**src/vbi_pkt_pkg.sv**
```systemverilog
package vbi_pkt_pkg;
  // ----------------------------------------------------------------
  // packet geometry, byte positions counted from the first preamble
  // ----------------------------------------------------------------
  localparam int unsigned PKT_LEN = 56;
  localparam logic [5:0] POS_TRS = 6'h03;
  localparam logic [5:0] POS_SDID = 6'h04;
  localparam logic [5:0] POS_DC = 6'h05;
  localparam logic [5:0] POS_IDA = 6'h06;
  localparam logic [5:0] POS_IDB = 6'h07;
  localparam logic [5:0] POS_DATA = 6'h08;
  localparam logic [5:0] POS_BC = 6'h32;
  localparam logic [5:0] POS_CS = 6'h33;
  localparam logic [5:0] POS_EAV0 = 6'h34;
  localparam logic [5:0] POS_LAST = 6'h37;
  localparam logic [5:0] PAYLOAD_LEN = 6'h2C;
  localparam logic [5:0] MAX_DATA = 6'h2A;
  localparam logic [5:0] MOJI_DATA = 6'h23;
  localparam int unsigned FIFO_DEPTH = 4;

  // ----------------------------------------------------------------
  // fixed byte values
  // ----------------------------------------------------------------
  localparam logic [7:0] PRE_FF = 8'hFF;
  localparam logic [7:0] PRE_00 = 8'h00;
  localparam logic [7:0] STUFF_BYTE = 8'hA0;
  localparam logic [7:0] DC_FIX = 8'h0B;

  typedef enum logic {PH_IDLE, PH_SEND} phase_t;

  // timing reference code: 1 F V H with four protection bits
  function automatic logic [7:0] trs_code(input logic f, input logic v, input logic h);
    trs_code = {1'b1, f, v, h, v ^ h, f ^ h, f ^ v, f ^ v ^ h};
  endfunction : trs_code
endpackage : vbi_pkt_pkg

```
**src/byte_fifo_if.sv**
```systemverilog
`timescale 1ns/100ps
interface byte_fifo_if #(parameter int W = 8);
  logic [W-1:0] in_data;
  logic in_valid;
  logic in_ready;
  logic [W-1:0] out_data;
  logic out_valid;
  logic out_ready;
  modport store (input in_data, in_valid, out_ready, output in_ready, out_data, out_valid);
  modport user (output in_data, in_valid, out_ready, input in_ready, out_data, out_valid);
endinterface : byte_fifo_if

```
**src/vbi_sliced_data_packetizer.sv**
```systemverilog
// Function
// RULE1 - every packet is exactly 56 bytes including the start and end timing codes.
// RULE2 - start and end codes follow the field identity and the configured polarity and V bit.
// RULE3 - a 4-byte internal header follows the start code, carrying data type and line number.
// RULE4 - every packet ends with byte count, then checksum, then the end code.
// RULE5 - unused bytes between the last data byte and the checksum are stuffed with A0.
// RULE6 - a 35-byte MOJI line is framed exactly like any other standard.
// RULE7 - packets leave on the image port byte stream, not on a side channel.
// RULE8 - the payload region spans 44 bytes, eleven double words of data, stuffing, count and sum.
// RULE9 - the first data byte follows the last header byte with no filler in between.
`timescale 1ns/100ps
module vbi_sliced_data_packetizer
  import vbi_pkt_pkg::*;
#(
  parameter int DATA_W = 8, // slicer byte width
  parameter int DEPTH = FIFO_DEPTH // payload buffer depth
) (
  input wire logic clk_sys, // line-locked pixel clock
  input wire logic rst_n, // synchronous reset, active low
  input wire logic ce, // clock enable
  input wire logic pkt_start, // slicer announces a line
  input wire logic [3:0] pkt_type, // recovered data type
  input wire logic [10:0] pkt_line, // video line number
  input wire logic [5:0] pkt_count, // sliced bytes this line
  input wire logic odd_even, // current field identity
  input wire logic field_invert, // config: swap field polarity
  input wire logic vbit_set, // config: V bit of timing codes
  input wire logic [7:0] sdid_cfg, // config: programmable SDID byte
  input wire logic [DATA_W-1:0] slice_data, // sliced payload byte
  input wire logic slice_valid, // payload byte offered
  output logic slice_ready, // payload buffer can take a byte
  output logic pkt_ready, // framer idle, start taken
  output logic [7:0] iport_data, // image port byte
  output logic iport_valid, // image port data qualifier
  output logic iport_sop, // first preamble byte
  output logic iport_eop // last end code byte
);
  typedef struct packed {
    phase_t ph;
    logic [5:0] pos;
    logic [5:0] cnt;
    logic fld;
    logic vb;
    logic [3:0] dtype;
    logic [10:0] line;
    logic [7:0] sdid;
    logic [7:0] sum;
    logic rdy;
    logic [7:0] odata;
    logic ovalid;
    logic osop;
    logic oeop;
    logic [5:0] opos;
  } pk_st_t;

  pk_st_t st;
  pk_st_t next_st;
  logic [7:0] b;
  logic emit;
  logic pop;

  byte_fifo_if #(.W(DATA_W)) fq ();

  // ----------------------------------------------------------------
  // payload buffer; a late slicer stalls the packet instead of padding
  // ----------------------------------------------------------------
  byte_fifo #(.W(DATA_W), .D(DEPTH)) u_fifo (
    .clk_sys(clk_sys),
    .rst_n(rst_n),
    .ce(ce),
    .f(fq.store)
  );

  assign fq.in_data = slice_data;
  assign fq.in_valid = slice_valid;
  assign fq.out_ready = pop;
  assign slice_ready = fq.in_ready;

  // ----------------------------------------------------------------
  // byte sequencer
  // ----------------------------------------------------------------
  always_comb begin
    next_st = st;
    next_st.ovalid = 1'b0;
    next_st.osop = 1'b0;
    next_st.oeop = 1'b0;
    b = PRE_00;
    emit = 1'b0;
    pop = 1'b0;
    case (st.ph)
      PH_IDLE: begin
        next_st.rdy = 1'b1;
        if (pkt_start && st.rdy) begin
          next_st.ph = PH_SEND;
          next_st.rdy = 1'b0;
          next_st.pos = '0;
          next_st.sum = '0;
          next_st.fld = odd_even ^ field_invert; // RULE2
          next_st.vb = vbit_set; // RULE2
          next_st.sdid = sdid_cfg;
          next_st.dtype = pkt_type;
          next_st.line = pkt_line;
          // counts beyond the room before the trailer are clipped
          next_st.cnt = (pkt_count > MAX_DATA) ? MAX_DATA : pkt_count; // RULE8
        end
      end
      PH_SEND: begin
        emit = 1'b1;
        if (st.pos == '0 || st.pos == POS_EAV0) begin
          b = PRE_FF;
        end else if (st.pos < POS_TRS || (st.pos > POS_EAV0 && st.pos < POS_LAST)) begin
          b = PRE_00;
        end else if (st.pos == POS_TRS) begin
          b = trs_code(st.fld, st.vb, 1'b0); // RULE2
        end else if (st.pos == POS_SDID) begin
          b = st.sdid; // RULE3
        end else if (st.pos == POS_DC) begin
          b = DC_FIX; // RULE3
        end else if (st.pos == POS_IDA) begin
          b = {st.dtype, st.fld, st.line[10:8]}; // RULE3
        end else if (st.pos == POS_IDB) begin
          b = st.line[7:0]; // RULE3
        end else if (st.pos < POS_DATA + st.cnt) begin
          // data straight after the header; wait rather than fill
          b = fq.out_data[7:0]; // RULE9 RULE6
          pop = fq.out_valid;
          emit = fq.out_valid;
        end else if (st.pos < POS_BC) begin
          b = STUFF_BYTE; // RULE5
        end else if (st.pos == POS_BC) begin
          b = {2'b00, st.cnt}; // RULE4
        end else if (st.pos == POS_CS) begin
          b = st.sum; // RULE4
        end else begin
          b = trs_code(st.fld, st.vb, 1'b1); // RULE4 RULE2
        end
        if (emit) begin
          next_st.odata = b; // RULE7
          next_st.ovalid = 1'b1;
          next_st.opos = st.pos;
          next_st.osop = (st.pos == '0);
          next_st.oeop = (st.pos == POS_LAST);
          // sum covers header, payload, stuffing and count
          if (st.pos >= POS_SDID && st.pos <= POS_BC) begin
            next_st.sum = st.sum + b;
          end
          if (st.pos == POS_LAST) begin
            next_st.ph = PH_IDLE; // RULE1
            next_st.rdy = 1'b1;
          end else begin
            next_st.pos = st.pos + 1'b1;
          end
        end
      end
      default: begin
        next_st.ph = PH_IDLE;
      end
    endcase
  end

  always_ff @(posedge clk_sys) begin
    if (!rst_n) begin
      st <= '{ph: PH_IDLE, pos: '0, cnt: '0, fld: 1'b0, vb: 1'b0, dtype: '0, line: '0,
              sdid: '0, sum: '0, rdy: 1'b0, odata: '0, ovalid: 1'b0, osop: 1'b0,
              oeop: 1'b0, opos: '0};
    end else if (ce) begin
      st <= next_st;
    end
  end

  // outputs straight from the state register
  assign pkt_ready = st.rdy;
  assign iport_data = st.odata;
  assign iport_valid = st.ovalid;
  assign iport_sop = st.osop;
  assign iport_eop = st.oeop;

  // ----------------------------------------------------------------
  // checks, with a byte counter kept apart from the sequencer
  // ----------------------------------------------------------------
  logic [6:0] hcnt;
  always_ff @(posedge clk_sys) begin
    if (!rst_n) begin
      hcnt <= '0;
    end else if (ce && st.ovalid) begin
      hcnt <= st.oeop ? 7'h00 : hcnt + 7'h01;
    end
  end

  chk_pkt_length: assert property (@(posedge clk_sys) disable iff (!rst_n) // RULE1
    (st.ovalid && st.oeop) |-> (hcnt == 7'(PKT_LEN - 1)) && (st.opos == POS_LAST))
    else $error("packet not 56 bytes long");
  chk_sav_code: assert property (@(posedge clk_sys) disable iff (!rst_n) // RULE2
    (st.ovalid && st.opos == POS_TRS) |-> st.odata == {1'b1, st.fld, st.vb, 5'(0)} +
      {4'h0, st.vb, st.fld, st.fld ^ st.vb, st.fld ^ st.vb})
    else $error("start code does not match field and V bit");
  // only the first sample of byte 7 is checked: a frozen clock enable holds it for several
  chk_header_ids: assert property (@(posedge clk_sys) disable iff (!rst_n) // RULE3
    (st.ovalid && st.opos == POS_IDB && $past(st.opos) == POS_IDA) |->
      st.odata == st.line[7:0] && $past(st.odata) == {st.dtype, st.fld, st.line[10:8]})
    else $error("header identity bytes wrong");
  chk_trailer_order: assert property (@(posedge clk_sys) disable iff (!rst_n) // RULE4
    (ce && st.ovalid && st.opos == POS_BC) |-> st.odata == {2'b00, st.cnt})
    else $error("byte count not before checksum");
  chk_end_code: assert property (@(posedge clk_sys) disable iff (!rst_n) // RULE4
    (st.ovalid && st.oeop) |-> st.odata[7:4] == {1'b1, st.fld, st.vb, 1'b1})
    else $error("end code wrong");
  chk_stuff_fill: assert property (@(posedge clk_sys) disable iff (!rst_n) // RULE5
    (st.ovalid && st.opos >= POS_DATA + st.cnt && st.opos < POS_BC) |-> st.odata == STUFF_BYTE)
    else $error("stuffing byte not A0");
  // independent byte counter: start preamble, start code and header plus 44 payload bytes before the end preamble
  chk_payload_span: assert property (@(posedge clk_sys) disable iff (!rst_n) // RULE8
    (st.ovalid && st.opos == POS_EAV0) |->
      hcnt == 7'(POS_DATA + PAYLOAD_LEN) && st.cnt <= MAX_DATA)
    else $error("payload region not 44 bytes");
  chk_moji_frame: assert property (@(posedge clk_sys) disable iff (!rst_n) // RULE6
    (st.ovalid && st.cnt == MOJI_DATA && st.opos == POS_DATA + MOJI_DATA) |->
      st.odata == STUFF_BYTE)
    else $error("moji line not stuffed after byte 35");
  chk_port_qual: assert property (@(posedge clk_sys) disable iff (!rst_n) // RULE7
    (iport_sop || iport_eop) |-> iport_valid)
    else $error("frame marker without data qualifier");
  chk_no_gap: assert property (@(posedge clk_sys) disable iff (!rst_n) // RULE9
    (ce && st.ph == PH_SEND && st.pos == POS_DATA && st.cnt != '0) |->
      (next_st.pos == POS_DATA) || pop)
    else $error("payload start advanced without a data byte");
endmodule : vbi_sliced_data_packetizer

```
**src/byte_fifo.sv**
```systemverilog
`timescale 1ns/100ps
module byte_fifo #(
  parameter int W = 8,
  parameter int D = 4
) (
  input wire logic clk_sys, // system clock
  input wire logic rst_n, // synchronous reset, active low
  input wire logic ce, // clock enable, freezes state when low
  byte_fifo_if.store f // fill and drain sides
);
  localparam int AW = (D > 1) ? $clog2(D) : 1;
  localparam int CW = $clog2(D + 1);
  localparam logic [CW-1:0] CNT_FULL = CW'(D);
  localparam logic [AW-1:0] PTR_TOP = AW'(D - 1);

  typedef struct packed {
    logic [D-1:0][W-1:0] mem;
    logic [AW-1:0] wp;
    logic [AW-1:0] rp;
    logic [CW-1:0] cnt;
    logic rdy;
  } fifo_st_t;

  fifo_st_t st;
  fifo_st_t next_st;
  logic push;
  logic pop;

  // ----------------------------------------------------------------
  // head word comes straight out of the storage registers
  // ----------------------------------------------------------------
  assign f.out_data = st.mem[st.rp];
  assign f.out_valid = (st.cnt != '0);
  assign f.in_ready = st.rdy;

  // pointer wrap kept explicit so depth need not be a power of two
  always_comb begin
    next_st = st;
    push = f.in_valid && st.rdy;
    pop = f.out_ready && (st.cnt != '0);
    if (push) begin
      next_st.mem[st.wp] = f.in_data;
      next_st.wp = (st.wp == PTR_TOP) ? '0 : st.wp + 1'b1;
    end
    if (pop) begin
      next_st.rp = (st.rp == PTR_TOP) ? '0 : st.rp + 1'b1;
    end
    if (push && !pop) begin
      next_st.cnt = st.cnt + 1'b1;
    end else if (pop && !push) begin
      next_st.cnt = st.cnt - 1'b1;
    end
    next_st.rdy = (next_st.cnt != CNT_FULL); // registered so the top port comes from a flop
  end

  always_ff @(posedge clk_sys) begin
    if (!rst_n) begin
      st <= '{mem: '0, wp: '0, rp: '0, cnt: '0, rdy: 1'b1};
    end else if (ce) begin
      st <= next_st;
    end
  end

  chk_fifo_bound: assert property (@(posedge clk_sys) disable iff (!rst_n)
    st.cnt <= CNT_FULL && (st.rdy == (st.cnt != CNT_FULL)))
    else $error("fifo count out of range or ready wrong");
endmodule : byte_fifo

```
**config.mk**
```make
export PLATFORM = sky130hd
export DESIGN_NAME = vbi_sliced_data_packetizer
export DESIGN_NICKNAME = d
export VERILOG_FILES = /design/src/vbi_pkt_pkg.sv /design/src/byte_fifo_if.sv /design/src/vbi_sliced_data_packetizer.sv /design/src/byte_fifo.sv
export SDC_FILE = /design/constraint.sdc
export NUM_CORES = 1
export LEC_CHECK = 0
export BUFFER_PORTS_ARGS = -buffer_cell sky130_fd_sc_hd__buf_2
export CAP_MARGIN = 20
export CORE_ASPECT_RATIO = 0.9
export CORE_MARGIN = 8
export CORE_UTILIZATION = 55
export CTS_CLUSTER_SIZE = 8
export DETAILED_ROUTE_END_ITERATION = 6
export GPL_ROUTABILITY_DRIVEN = 0
export HOLD_SLACK_MARGIN = 0.1
export PLACE_DENSITY = 0.75
export SYNTH_ARGS = -nofsm -noshare
export SYNTH_HDL_FRONTEND = slang
export SYNTH_SLANG_ARGS = --single-unit
```
**constraint.sdc**
```tcl
create_clock -name clk_sys -period 5.9 [get_ports clk_sys]
set_clock_uncertainty 0.15 [all_clocks]
set_input_delay 0.59 -clock clk_sys [delete_from_list [all_inputs] [get_ports clk_sys]]
set_output_delay 0.59 -clock clk_sys [all_outputs]
set_load 0.02 [all_outputs]
```
# Yosys cells after proc, flatten, opt, wreduce, memory -nomap -nowiden

Index checks and enable logic that the tools add are counted.

Bits in registers: 104
Input port bits: 45
Output and inout bits: 13
Word-level logic and storage cells: 135

Add/subtract/negate cells: 7
$lt $le $gt $ge: 11
Equality and inequality tests: 17
Multiplexer cells: 50
Bitwise gates (word level): 6
Reduce and logical (&&, ||, !) cells: 21

Operators with widths:

| cell                                                              | count |
|---|---|
| 2-to-1 mux 8 bit                                                  | 15 |
| 2-to-1 mux 47 bit                                                 | 1 |
| bitwise mux 32 bit                                                | 1 |
| 2-to-1 mux 26 bit                                                 | 1 |
| == test 6 x 3 -> 1 bit, second input constant                     | 4 |
| == test 6 bit, second input constant                              | 4 |
| 2-to-1 mux 1 bit                                                  | 20 |
| one-hot mux 9 bit (2 select lines)                                | 1 |
| binary-select mux 8 bit (select 2 bit)                            | 1 |
| demux 8 bit (select 2 bit)                                        | 1 |
| one-hot mux 7 bit (2 select lines)                                | 1 |
| > comparator 6 bit, second input constant                         | 2 |
| < comparator 6 bit, second input constant                         | 2 |
| 2-to-1 mux 6 bit                                                  | 2 |
| 2-to-1 mux 9 bit                                                  | 1 |
| AND reduction 3 bit                                               | 3 |
| adder 8 bit                                                       | 1 |
| logical AND 1 bit                                                 | 8 |
| AND reduction 4 bit                                               | 2 |
| 2-to-1 mux 7 bit                                                  | 1 |
| adder 4 x 6 -> 6 bit, first input constant                        | 1 |
| adder 6 x 1 -> 6 bit, second input constant                       | 1 |
| == test 6 x 2 -> 1 bit, second input constant                     | 1 |
| greater-or-equal comparator 6 x 3 -> 1 bit, second input constant | 1 |
| 21 further kinds                                                  | 36 |

# Depth between registers and ports, before layout

Gate-level depths: netlist (run 1).

Depth in word-level cells: 18
Gate-level depth with buffers: 20

# Cells and area by module

A second synthesis (run 1) with hierarchy kept.

Cell total of the unflattened synthesis: 682
Area, all modules: 5,559.1 sq um

By module, submodules not included:

| module                     | times used | cells each | area each (sq um) | sequential area each (sq um) |
|---|---|---|---|---|
| vbi_sliced_data_packetizer | 1          | 468        | 3,631.0           | 1,161.1 |
| byte_fifo                  | 1          | 214        | 1,928.1           | 800.8 |

# Worst setup path before layout (run 1)

No wires, ideal clock.

Path type: flip-flop to flip-flop
From: register st[54] (netlist bit)
To: register st[25] (netlist bit)
Data arrival time: 3.885 ns
Data required time: 5.676 ns
Setup slack: 1.791 ns
Stages on the path, launching flop included: 18
Path through: dfxtp_1 ha_1 xnor2_1 ha_1 nand2_1 o21ai_1 a21oi_1 or4_1 a41oi_1 a221o_1 ha_1 nand3_1 o2111ai_1 and4b_1 a211oi_2 o31ai_1 or3_1 a31oi_1

Longest elaborated chain between the ends: 15

Ends and longest elaborated chain:

| item                                                     | RTL line                                                             | text |
|---|---|---|
| start: declaration                                       | vbi_sliced_data_packetizer.sv:56                                     | `pk_st_t st;` |
| start signal: assignment                                 | vbi_sliced_data_packetizer.sv:163                                    | `st <= '{ph: PH_IDLE, pos: '0, cnt: '0, fld: 1'b0, vb: 1'b0, dtype: '0, line: '0,` |
| start signal: assignment                                 | vbi_sliced_data_packetizer.sv:167                                    | `st <= next_st;` |
| adder 4 x 6 -> 6 bit or 2-to-1 mux 8 bit (tied branches) | vbi_sliced_data_packetizer.sv:123, vbi_sliced_data_packetizer.sv:130 |  |
| < comparator 6 bit or 2-to-1 mux 8 bit (tied branches)   | vbi_sliced_data_packetizer.sv:123, vbi_sliced_data_packetizer.sv:128 |  |
| 2-to-1 mux 8 bit                                         | vbi_sliced_data_packetizer.sv:123                                    | `end else if (st.pos < POS_DATA + st.cnt) begin` |
| 2-to-1 mux 8 bit                                         | vbi_sliced_data_packetizer.sv:121                                    | `end else if (st.pos == POS_IDB) begin` |
| 2-to-1 mux 8 bit                                         | vbi_sliced_data_packetizer.sv:119                                    | `end else if (st.pos == POS_IDA) begin` |
| 2-to-1 mux 8 bit                                         | vbi_sliced_data_packetizer.sv:117                                    | `end else if (st.pos == POS_DC) begin` |
| 2-to-1 mux 8 bit                                         | vbi_sliced_data_packetizer.sv:115                                    | `end else if (st.pos == POS_SDID) begin` |
| 2-to-1 mux 8 bit                                         | vbi_sliced_data_packetizer.sv:113                                    | `end else if (st.pos == POS_TRS) begin` |
| 2-to-1 mux 8 bit                                         | vbi_sliced_data_packetizer.sv:111                                    | `end else if (st.pos < POS_TRS \|\| (st.pos > POS_EAV0 && st.pos < POS_LAST)) begin` |
| 2-to-1 mux 8 bit                                         | vbi_sliced_data_packetizer.sv:109                                    | `if (st.pos == '0 \|\| st.pos == POS_EAV0) begin` |
| 2-to-1 mux 8 bit                                         | vbi_sliced_data_packetizer.sv:90                                     | `case (st.ph)` |
| adder 8 bit                                              | vbi_sliced_data_packetizer.sv:145                                    | `next_st.sum = st.sum + b;` |
| 2-to-1 mux 8 bit                                         | vbi_sliced_data_packetizer.sv:144                                    | `if (st.pos >= POS_SDID && st.pos <= POS_BC) begin` |
| 2-to-1 mux 26 bit                                        | vbi_sliced_data_packetizer.sv:137                                    | `if (emit) begin` |
| one-hot mux 9 bit (2 select lines)                       | vbi_sliced_data_packetizer.sv:90                                     |  |

Parallel ways exist; a longest one is shown, timed or not. The select of a mux whose other input is x is not followed.
A chain may end at the register's enable or synchronous reset.

# Worst setup path after layout (run 1)

From: register st[59] (netlist bit)
To: register st[25] (netlist bit)

Longest elaborated chain between the ends: 17

Ends and longest elaborated chain:

| item |
|---|
| parallel branches: the longest is 17 deep, another holds adder 8 bit |

Parallel ways; which one is timed is not known. The select of a mux whose other input is x is not followed.

==> results of run 1 <==
==> routing by layer <==
metal	share of wire (%)	vias to the layer above	wire length, um
met5	0	-	0
met4	2.1	0	311
met3	8.7	34	1299
met2	44	254	6614
met1	45	2426	6710
li1	-	2520	-
==> final timing paths <==
path                           endpoint  slack (ps)  cells past startpoint
max                 st[25]$_SDFFE_PN0P_        1270                     13
max reg2reg         st[25]$_SDFFE_PN0P_        1270                     13
min                 st[32]$_SDFFE_PN0P_         280                      3
min reg2reg  u_fifo.st[22]$_SDFFE_PN0P_         310                      2
==> worst register-to-register path, stage by stage (launching register included) <==
cell and delay [ps]:
dfxtp_1 600, nor4b_2 790, nand2_1 460, o311ai_0 420, a21o_1 160, o21ai_0 120, ha_1 380, nand3_1 110
o2111ai_1 300, and2_1 210, nor3_1 60, a32o_1 280, or3_1 340, a31oi_1 160
==> layout by cell type, fill, tap and decap left out, drive strengths merged, types with 4 or more instances in the layout <==
| cell | count |
|---|---|
| nand2 | 164 |
| a21oi | 101 |
| dfxtp | 98 |
| buf | 61 |
| nor2 | 43 |
| inv | 27 |
| ha | 25 |
| o21ai | 25 |
| nand3 | 22 |
| nor3 | 14 |
| and2 | 11 |
| clkbuf | 11 |
| mux4 | 8 |
| xnor2 | 7 |
| a21o | 7 |
| a211oi | 7 |
| or3 | 7 |
| o21a | 6 |
| a31oi | 6 |
| nand3b | 5 |
| a311oi | 4 |
| a31o | 4 |
| o211ai | 4 |
| o221ai | 4 |
| or2 | 4 |
| nand2b | 4 |
==> stage by stage <==
stage | cell area (sq um) | hold slack [ps] | util [%] | std cells
floorplan | 5508 | 281.1 | - | 710
global placement | 5733 | 289.4 | 59.11 | 846
detailed placement | 5733 | 297.4 | 59.11 | 846
CTS | 5932 | 268.3 | 61.16 | 862
global route | 5959 | 280.7 | 61.44 | 863
finish | 5959 | 279.1 | 61.44 | 863
==> power groups by stage <==
stage / Combinational, uW / Sequential, uW / Clock [uW]
floorplan: 92.5 / 700 / 0
global placement: 130 / 703 / 0
detailed placement: 133 / 703 / 0
CTS: 134 / 688 / 459
global route: 152 / 691 / 484
finish: 137 / 688 / 453
==> cells by family (layout without fill, tap and decap cells) <==
logic type | Yosys count | count (layout) | share of synthesized area, %
multiplexers | 12 | 12 | 4.021
buffers and inverters | 73 | 100 | 6.020
flip-flops | 98 | 98 | 35.62
adder cells (fa/ha/maj) | 26 | 26 | 6.043
AO/OA/AOI/OAI | 198 | 198 | 22.88
XOR/XNOR | 8 | 8 | 1.272
AND/OR/NAND/NOR | 295 | 295 | 24.15
==> flip-flops by register name, indices dropped and copies added, names as in the netlist <==
register	cells
iport_data	8
iport_valid	1
iport_eop	1
u_fifo.f.in_ready	1
st	46
iport_sop	1
pkt_ready	1
u_fifo.st	39
==> final cells by class <==
cell class	instances	area share (%)
clock inverters	5	1.134
flip-flops and latches	98	32.92
clock buffers	11	2.204
repair buffers	61	5.627
inverters	23	1.449
well taps	126	2.645
multi-input cells	539	54.02
==> impl_metrics.tcl, run 1 <==
set metrics [dict create \
    outcome "complete, no violations" \
    grtUsageMet3_pct 5.295 \
    cts_buffers 9 \
    die_w_um 121.5 \
    grt_max_degree 86 \
    async_flop_share_pct 0 \
    vdd_ir_drop_max_mv 0.1711 \
    ctsResizeCount 0 \
    use_met1_pct 30.00 \
    pwr-share-clk_pct 35.5 \
    rows 34 \
    cts.htree.levels 3 \
    hold_viol_final 0 \
    crit_chain "nor4b_2 -> nand2_1 -> o311ai_0 -> a21o_1 -> o21ai_0 -> ha_1 -> nand3_1 -> o2111ai_1 -> and2_1 -> nor3_1 -> a32o_1 -> or3_1 -> a31oi_1" \
    drive_gt1_share_pct 14.38 \
    cts_tree "yes" \
    powerDensity_mw_per_mm2 214.6 \
    ctsHoldBuffers 0 \
    grt_use_total_pct 22.28 \
    drt_iter0_markers 557 \
    coreArea_sq_mm 0.009699 \
    slew_viol_final 0 \
    synth-seq-cells 98 \
    timing.final.crit_share_pct 78.53 \
    drt_pass1_iterations 6 \
    io_pins 58 \
    hold_path.class "input port to flop" \
    seqPwrFrac_pct 53.8 \
    ys_seq_area_share_pct 35.62 \
    comb_power_share_pct 10.7 \
    p_sw_uw 345.9 \
    postRouteAntennaNets 0 \
    yosys_warnings 0 \
    synth.area.top_cells "dfxtp_1 36%, nand2_1 11%, a21oi_1 9.1%, ha_1 5.7%, mux4_2 3.3%" \
    syn_area_per_cell_sq_um 7.757 \
    post-route-drc-count 0 \
    wl_per_cell_um 17.31 \
    ys_types 68 \
    r2r_start "st[59]$_SDFFE_PN0P_" \
    die_h_um 110.9 \
    synth_edf_count 0 \
    initial_utilization_pct 56.79 \
    synth_top_area_share_pct 35.62 \
    antenna_found_initial 0 \
    clockRootBuffer "clkbuf_8" \
    max_freq_ghz 0.2158 \
    p_int_uw 932.9 \
    clock_path_buffers 2 \
    wl_um 14940 \
    dp_hpwl_um 11250 \
    grt_pass1_wl_um 24610 \
    cp_max_fo 15 \
    viasPerCell 6.065 \
    top_usage_layer "met2" \
    critPathArrivalTime_ps 4780 \
    ys_top_cells_by_count "164 x nand2_1, 100 x a21oi_1, 98 x dfxtp_1" \
    synthCells 710 \
    dieArea_sq_mm 0.01348 \
    ys.flop_type "dfxtp_1" \
    path_clk_slew_ps 100 \
    drv_cap 0 \
    place_ws_ps 1413 \
    nFillCells 872 \
    cp_num_buf_inv 0 \
    layout.nets 803 \
    cpPeakStageDelay_ps 790 \
    yosysMostFrequentCell "nand2_1" \
    syn-num-nets 781 \
    cp-start-kind "flop" \
    worstPathRequired_ps 6050 \
    port_buffers 57 \
    fin_crit_ps 4633 \
    regArea_sq_mm 0.001962 \
    layout_setup_ws_ps 1267 \
    worstSetupEndpointType "flop" \
    cp_slowest_cell "nor4b_2" \
    p_total_uw 1279 \
    clkSinkCount 98 \
    p_sw_share_pct 27.05 \
    multi_input_area_sq_mm 0.003219 \
    rsz0062_at_grt "no" \
    vias 5234 \
    synthesis.area_sq_mm 0.005508 \
    p_leak_uw 0.002237 \
    met2_usage_pct 34.05 \
    diodes 0 \
    hold_path_startpoint "sdid_cfg[6]" \
    syn2layout_area_growth_pct 8.201 \
    slew_headroom_pct 41.76 \
    critPathLaunch "st[59]$_SDFFE_PN0P_" \
    crit_family "simple AND/OR/NAND/NOR gates" \
    cts_setup_buffers 0 \
    first_global_vias 4935 \
    worstSetupPathType "flop to flop" \
    gr-total-overflow 0 \
    setup_violations 0 \
    tns_ps 0 \
    clk_latency_ps 380 \
    synth_top_cell_by_area "dfxtp_1" \
    tightest_slew_ps 871.2 \
]
(Power assumes the default switching activity.)
==> run 2: changes to the inputs <==
--- a/config.mk
+++ b/config.mk
@@ -9,12 +9,12 @@
 export CAP_MARGIN = 20
 export CORE_ASPECT_RATIO = 0.9
 export CORE_MARGIN = 8
-export CORE_UTILIZATION = 55
+export CORE_UTILIZATION = 54
 export CTS_CLUSTER_SIZE = 8
 export DETAILED_ROUTE_END_ITERATION = 6
 export GPL_ROUTABILITY_DRIVEN = 0
 export HOLD_SLACK_MARGIN = 0.1
-export PLACE_DENSITY = 0.75
+export PLACE_DENSITY = 0.77
 export SYNTH_ARGS = -nofsm -noshare
 export SYNTH_HDL_FRONTEND = slang
 export SYNTH_SLANG_ARGS = --single-unit
==> constraint.sdc (replaced) <==
create_clock -name clk_sys -period 4 [get_ports clk_sys]
set_clock_uncertainty 0.15 [all_clocks]
set_input_delay 0.4 -clock clk_sys [delete_from_list [all_inputs] [get_ports clk_sys]]
set_output_delay 0.4 -clock clk_sys [all_outputs]
set_load 0.02 [all_outputs]
==> run 2 against run 1 <==
  * Sequential power increased by 48%
  * Power up 63%
  * The run now ends with setup timing left
  * Largest power group unchanged
  * Critical endpoint unchanged
  * Non-clock buffer count is 51 higher
  * Fmax grew 13%
==> impl_metrics.tcl, run 2 (synthesis gave the netlist of run 1 again) <==
set metrics [dict create \
    dp_hpwl_um 11880 \
    antenna_found_initial 0 \
    vias 5687 \
    powerDensity_mw_per_mm2 309.5 \
    post-place-cells 891 \
    syn2layout_area_growth_pct 22.40 \
    viasPerCell 6.209 \
    grt_pass1_wl_um 26230 \
    clock_path_buffers 2 \
    postRouteAntennaNets 0 \
    worstRegToRegCells 17 \
    layout_commonest_cell "nand2_1" \
    setup_violations 1 \
    hold_viol_final 0 \
    rsz0062_at_grt "yes" \
    port_buffers 57 \
    grt_max_degree 62 \
    grtUsageMet3_pct 7.891 \
    cts_buffers 9 \
    top_usage_layer "met2" \
    grt_use_total_pct 23.86 \
    vdd_ir_drop_max_mv 0.2579 \
    hold_ws_ps 130.7 \
    largest-register "st" \
    drt_iter0_markers 701 \
    die_w_um 122.5 \
    clkSinkCount 98 \
    post-route-drc-count 0 \
    cp-start-kind "flop" \
    worstPathRequired_ps 4110 \
    initial_utilization_pct 54.68 \
    rows 35 \
    slew_headroom_pct 29.57 \
    cp_max_fo 4 \
    post-route-util_pct 66.93 \
    dieArea_sq_mm 0.01369 \
    reg2reg_slack_ps -80 \
    met2_usage_pct 35.36 \
    hold_path.class "input port to flop" \
    nFillCells 798 \
    gr-total-overflow 0 \
    diodes 0 \
    drive_gt1_share_pct 25.92 \
    clockRootBuffer "clkbuf_16" \
    place_ws_ps -221.9 \
    die_h_um 111.8 \
    wl_per_cell_um 18.61 \
    final_cell_mix "161 x nand2_1, 95 x a21oi_1, 94 x dfxtp_1, 57 x buf_2, 50 x buf_4" \
    wl_um 17050 \
    drt_pass1_iterations 6 \
    layout_setup_ws_ps -84.00 \
    coreArea_sq_mm 0.01007 \
    slew_viol_final 0 \
    path_clk_slew_ps 70 \
    worstSetupEndpointType "flop" \
    fin_crit_ps 4084 \
    io_pins 58 \
    critPathLaunch "st[54]$_SDFFE_PN0P_" \
    cts_tree "yes" \
    first_global_vias 5383 \
    cts.htree.levels 3 \
    use_met1_pct 30.59 \
    clk_latency_ps 350 \
    critPathArrivalTime_ps 4200 \
    final_cells 916 \
    tightest_slew_ps 1055 \
    hold_path_startpoint "pkt_line[10]" \
    drv_cap 0 \
    layout.nets 854 \
    outcome "finished with violations" \
    r2r_start "st[54]$_SDFFE_PN0P_" \
    largest_reg_flops 46 \
    violations "setup timing" \
    worstSetupPathType "flop to flop" \
    timing.final.crit_share_pct 102.1 \
    p_leak_uw 0.002573 \
    r2r-end "st[25]$_SDFFE_PN0P_" \
    endpoint "st[25]$_SDFFE_PN0P_" \
    max_freq_ghz 0.2449 \
]
==> run 2: repair_timing <==
item | CTS | global route
endpoints found under the setup margin | 2 | 3
hold buffers | 0 | 0
setup buffers | 3 | 6
hold endpoints to repair | 0 | 0
resized for setup | 17 | 47
pin swaps | 20 | 30
cloned | 0 | 0
==> run 2: final cells by class <==
| type | instances | area (sq um) | share of cell area, % |
|---|---|---|---|
| multi-input cells | 539 | 3518 | 52.19 |
| inverters | 23 | 86.33 | 1.281 |
| flip-flops and latches | 98 | 1967 | 29.18 |
| clock inverters | 6 | 50.05 | 0.7424 |
| well taps | 129 | 161.4 | 2.394 |
| repair buffers | 112 | 733.2 | 10.88 |
| clock buffers | 9 | 225.2 | 3.341 |
==> run 2: layer usage <==
| layer | routed length [um] | up-vias |
|---|---|---|
| met3 | 1812 | 62 |
| met1 | 7029 | 2648 |
| met2 | 7579 | 354 |
| met5 | 0 | - |
| met4 | 624 | 0 |
| li1 | - | 2623 |
==> run 2: through the flow <==
step	total power (uW)	area, sq um	setup TNS [ps]
3_5_place_dp	1250	6075	-335.5
4_1_cts	2068	6464	0
6_report	2086	6741	-84.00
5_1_grt	2156	6741	-501.5
2_1_floorplan	1171	5530	0
3_3_place_gp	1241	6075	-40.10
==> run 2: worst min-delay path by stage <==
stage,slack (ps),cells past startpoint,to
after global placement,290,2,u_fifo.st[17]$_SDFFE_PN0P_
after CTS,120,3,st[30]$_SDFFE_PN0P_
after detailed placement,300,2,u_fifo.st[29]$_SDFFE_PN0P_
final,130,3,st[44]$_SDFFE_PN0P_
after floorplan,280,2,st[44]$_SDFFE_PN0P_
after global routing,120,3,st[39]$_SDFFE_PN0P_
==> run 2: worst max-delay path: stages, from the launching register on <==
cell	delay [ps]
dfxtp_2	340
ha_4	160
xnor2_2	140
ha_4	310
nand2_4	70
o21ai_4	200
a21oi_4	60
or4_4	440
a41oi_2	220
a221o_1	240
ha_4	250
nand3_4	100
o2111ai_4	150
and4b_1	270
a211oi_4	240
o31ai_2	110
or3_1	360
a31oi_1	190
==> run 2: power breakdown <==
group / internal, uW / total, uW / switching (uW)
registers: 998 / 1020 / 18.2
logic: 100 / 245 / 145
clock network: 428 / 825 / 397
total: 1530 / 2090 / 560
==> run 3: changes to the inputs <==
--- a/config.mk
+++ b/config.mk
@@ -5,16 +5,17 @@
 export SDC_FILE = /design/constraint.sdc
 export NUM_CORES = 1
 export LEC_CHECK = 0
+export ABC_AREA = 1
 export BUFFER_PORTS_ARGS = -buffer_cell sky130_fd_sc_hd__buf_2
 export CAP_MARGIN = 20
 export CORE_ASPECT_RATIO = 0.9
 export CORE_MARGIN = 8
-export CORE_UTILIZATION = 54
+export CORE_UTILIZATION = 53
 export CTS_CLUSTER_SIZE = 8
 export DETAILED_ROUTE_END_ITERATION = 6
 export GPL_ROUTABILITY_DRIVEN = 0
 export HOLD_SLACK_MARGIN = 0.1
-export PLACE_DENSITY = 0.77
+export PLACE_DENSITY = 0.76
 export SYNTH_ARGS = -nofsm -noshare
 export SYNTH_HDL_FRONTEND = slang
 export SYNTH_SLANG_ARGS = --single-unit
==> run 3 against run 2 <==
  * The run now ends clean
  * Largest cell class unchanged
  * First-iteration DRC count is 39% lower
  * Routed wire length down 16%
  * Sequential power hardly changed
  * Global-route usage decreased by 2.7 points
  * Largest power group unchanged
==> impl_metrics.tcl, run 3 <==
set metrics [dict create \
    reg2reg_slack_ps 300 \
    initial_utilization_pct 53.68 \
    post-route-drc-count 0 \
    vias 5347 \
    drv_cap 0 \
    grt_use_total_pct 21.14 \
    hold_path_startpoint "pkt_line[5]" \
    synth-seq-cells 98 \
    cts_buffers 9 \
    cts_tree "yes" \
    ctsHoldBuffers 0 \
    r2r_start "st[54]$_SDFFE_PN0P_" \
    cts.htree.levels 3 \
    yosysMostFrequentCell "nor2_1" \
    worstSetupEndpointType "flop" \
    powerDensity_mw_per_mm2 354.1 \
    drt_iter0_markers 427 \
    synth.area.top_cells "dfxtp_1 36%, nor2_1 12%, o21ai_0 9.8%, nand2_1 9.7%, ha_1 5.8%" \
    wl_um 14260 \
    ys.flop_type "dfxtp_1" \
    antenna_found_initial 0 \
    largest_reg_flops 46 \
    r2r-end "st[25]$_SDFFE_PN0P_" \
    synth_top_area_share_pct 36.29 \
    ys_types 39 \
    diodes 0 \
    largest-register "st" \
    worstSetupPathType "flop to flop" \
    clkSinkCount 98 \
    max_freq_ghz 0.2702 \
    coreArea_sq_mm 0.01007 \
    layout_commonest_cell "nor2_1" \
    synth_top_cell_by_area "dfxtp_1" \
    cp-start-kind "flop" \
    path_clk_slew_ps 70 \
    first_global_vias 5272 \
    vdd_ir_drop_max_mv 0.2890 \
    worstPathRequired_ps 4050 \
    timing.final.crit_share_pct 92.54 \
    slew_headroom_pct 47.58 \
    critPathArrivalTime_ps 3750 \
    fin_crit_ps 3702 \
    final_cells 985 \
    syn-num-nets 879 \
    p_total_uw 2147 \
    nFillCells 947 \
    drive_gt1_share_pct 13.43 \
    yosys_warnings 0 \
    gr-total-overflow 0 \
    outcome "complete, no violations" \
    die_h_um 111.8 \
    slew_viol_final 0 \
    min_delay_path_depth 3 \
    dp_hpwl_um 10220 \
    regArea_sq_mm 0.001962 \
    p_leak_uw 0.002830 \
    port_buffers 57 \
    clk_latency_ps 350 \
    syn2layout_area_growth_pct 12.13 \
    fin_area_sq_mm 0.006062 \
    ys_top_cells_by_count "172 x nor2_1, 139 x nand2_1, 106 x o21ai_0" \
    grt_pass1_wl_um 23960 \
    synth_edf_count 0 \
    rows 35 \
    multi_input_area_sq_mm 0.003008 \
    tightest_slew_ps 785.4 \
    cp_max_fo 5 \
    synthesis.area_sq_mm 0.005406 \
    clock_path_buffers 2 \
    viasPerCell 5.428 \
    postRouteAntennaNets 0 \
    ys_seq_area_share_pct 36.29 \
    setup_violations 0 \
    drt_pass1_iterations 5 \
    layout.nets 922 \
    worstRegToRegCells 24 \
    die_w_um 122.5 \
    wl_per_cell_um 14.48 \
    placed_cell_area_sq_mm 0.005736 \
    hold_viol_final 0 \
    synthCells 808 \
    grt_max_degree 74 \
    dieArea_sq_mm 0.01369 \
    final_cell_mix "172 x nor2_1, 139 x nand2_1, 105 x o21ai_0, 98 x dfxtp_1, 73 x inv_1" \
    post-place-cells 968 \
    syn_area_per_cell_sq_um 6.691 \
    min_to "st[39]$_SDFFE_PN0P_" \
    async_flop_share_pct 0 \
    io_pins 58 \
    clockRootBuffer "clkbuf_16" \
    hold_path.class "input port to flop" \
]
[run 3: metal layers]
metal	share of wire [%]	routed length, um	GRT usage [%]	vias to the layer above
met1	44	6207	24.70	2456
met4	3.0	429	9.659	0
met5	0	0	0	-
met2	48	6868	35.76	164
li1	-	-	-	2692
met3	5.3	756	4.805	35
[run 3: report_power, final]
group | internal [uW] | total [uW] | switching [uW]
combinational | 105 | 280 | 176
sequential | 1010 | 1040 | 26.8
clock | 429 | 825 | 397
[run 3: final cells by class]
| class | instances | area share, % |
|---|---|---|
| Tap cell | 129 | 2.663 |
| Clock buffer | 10 | 3.777 |
| Clock inverter | 6 | 0.8256 |
| Multi-Input combinational cell | 594 | 49.62 |
| Timing Repair Buffer | 63 | 5.449 |
| Sequential cell | 98 | 32.36 |
| Inverter | 85 | 5.304 |
[run 3: cells by family (layout without fill, tap and decap cells)]
family / after synthesis / count (layout) / share of synthesized area, %
fa+ha+maj: 26 / 26 / 6.156
buf+inv: 116 / 164 / 8.864
simple gates: 374 / 374 / 28.95
flops: 98 / 98 / 36.29
compound gates: 185 / 185 / 18.28
xor+xnor: 9 / 9 / 1.458
[run 3: worst max-delay path, cell delays in order, from the launching register on]
cell and delay (ps):
dfxtp_1 340, ha_1 210, xnor2_1 120, ha_1 300, nand2_1 100, inv_1 50
a21oi_2 170, nand2_2 100, buf_4 160, nor2_2 160, nand2_1 90, nand3_1 100
nand3_1 120, nand2_1 110, nand2_1 60, nand2_1 80, ha_1 300, a21oi_1 170
o211ai_1 120, xor2_1 200, inv_1 60, nand3_1 80, nand2_1 70, nand2_1 60
a21oi_1 50
[run 3: per-stage QoR]
stage | TNS (ps) | worst slack (ps) | util [%] | hold WS, ps
6_report | 0 | 298.4 | 60.19 | 127.0
3_5_place_dp | 0 | 140.3 | 56.94 | 296.9
3_3_place_gp | 0 | 329.5 | 56.94 | 285.5
5_1_grt | -1.529 | -1.529 | 60.19 | 131.6
4_1_cts | 0 | 100.3 | 59.71 | 118.6
2_1_floorplan | 0 | 552.0 | - | 274.6
[run 3: timing repair]
item | 4_1_cts | 5_1_grt
buffers inserted | 0 | 1
endpoints found under the setup margin | 0 | 4
endpoints found under the hold margin | 0 | 0
resized for setup | 0 | 8
[run 3: worst max path at each step]
stage                                   start             endpoint  slack (ps)  cells after the start
final                     st[54]$_SDFFE_PN0P_  st[25]$_SDFFE_PN0P_         300                     24
after floorplan           st[54]$_SDFFE_PN0P_  st[24]$_SDFFE_PN0P_         550                     26
after detailed placement  st[54]$_SDFFE_PN0P_  st[24]$_SDFFE_PN0P_         140                     26
after global routing      st[54]$_SDFFE_PN0P_  st[25]$_SDFFE_PN0P_          -2                     26
after CTS                 st[54]$_SDFFE_PN0P_  st[24]$_SDFFE_PN0P_         100                     26
after global placement    st[54]$_SDFFE_PN0P_  st[24]$_SDFFE_PN0P_         330                     26
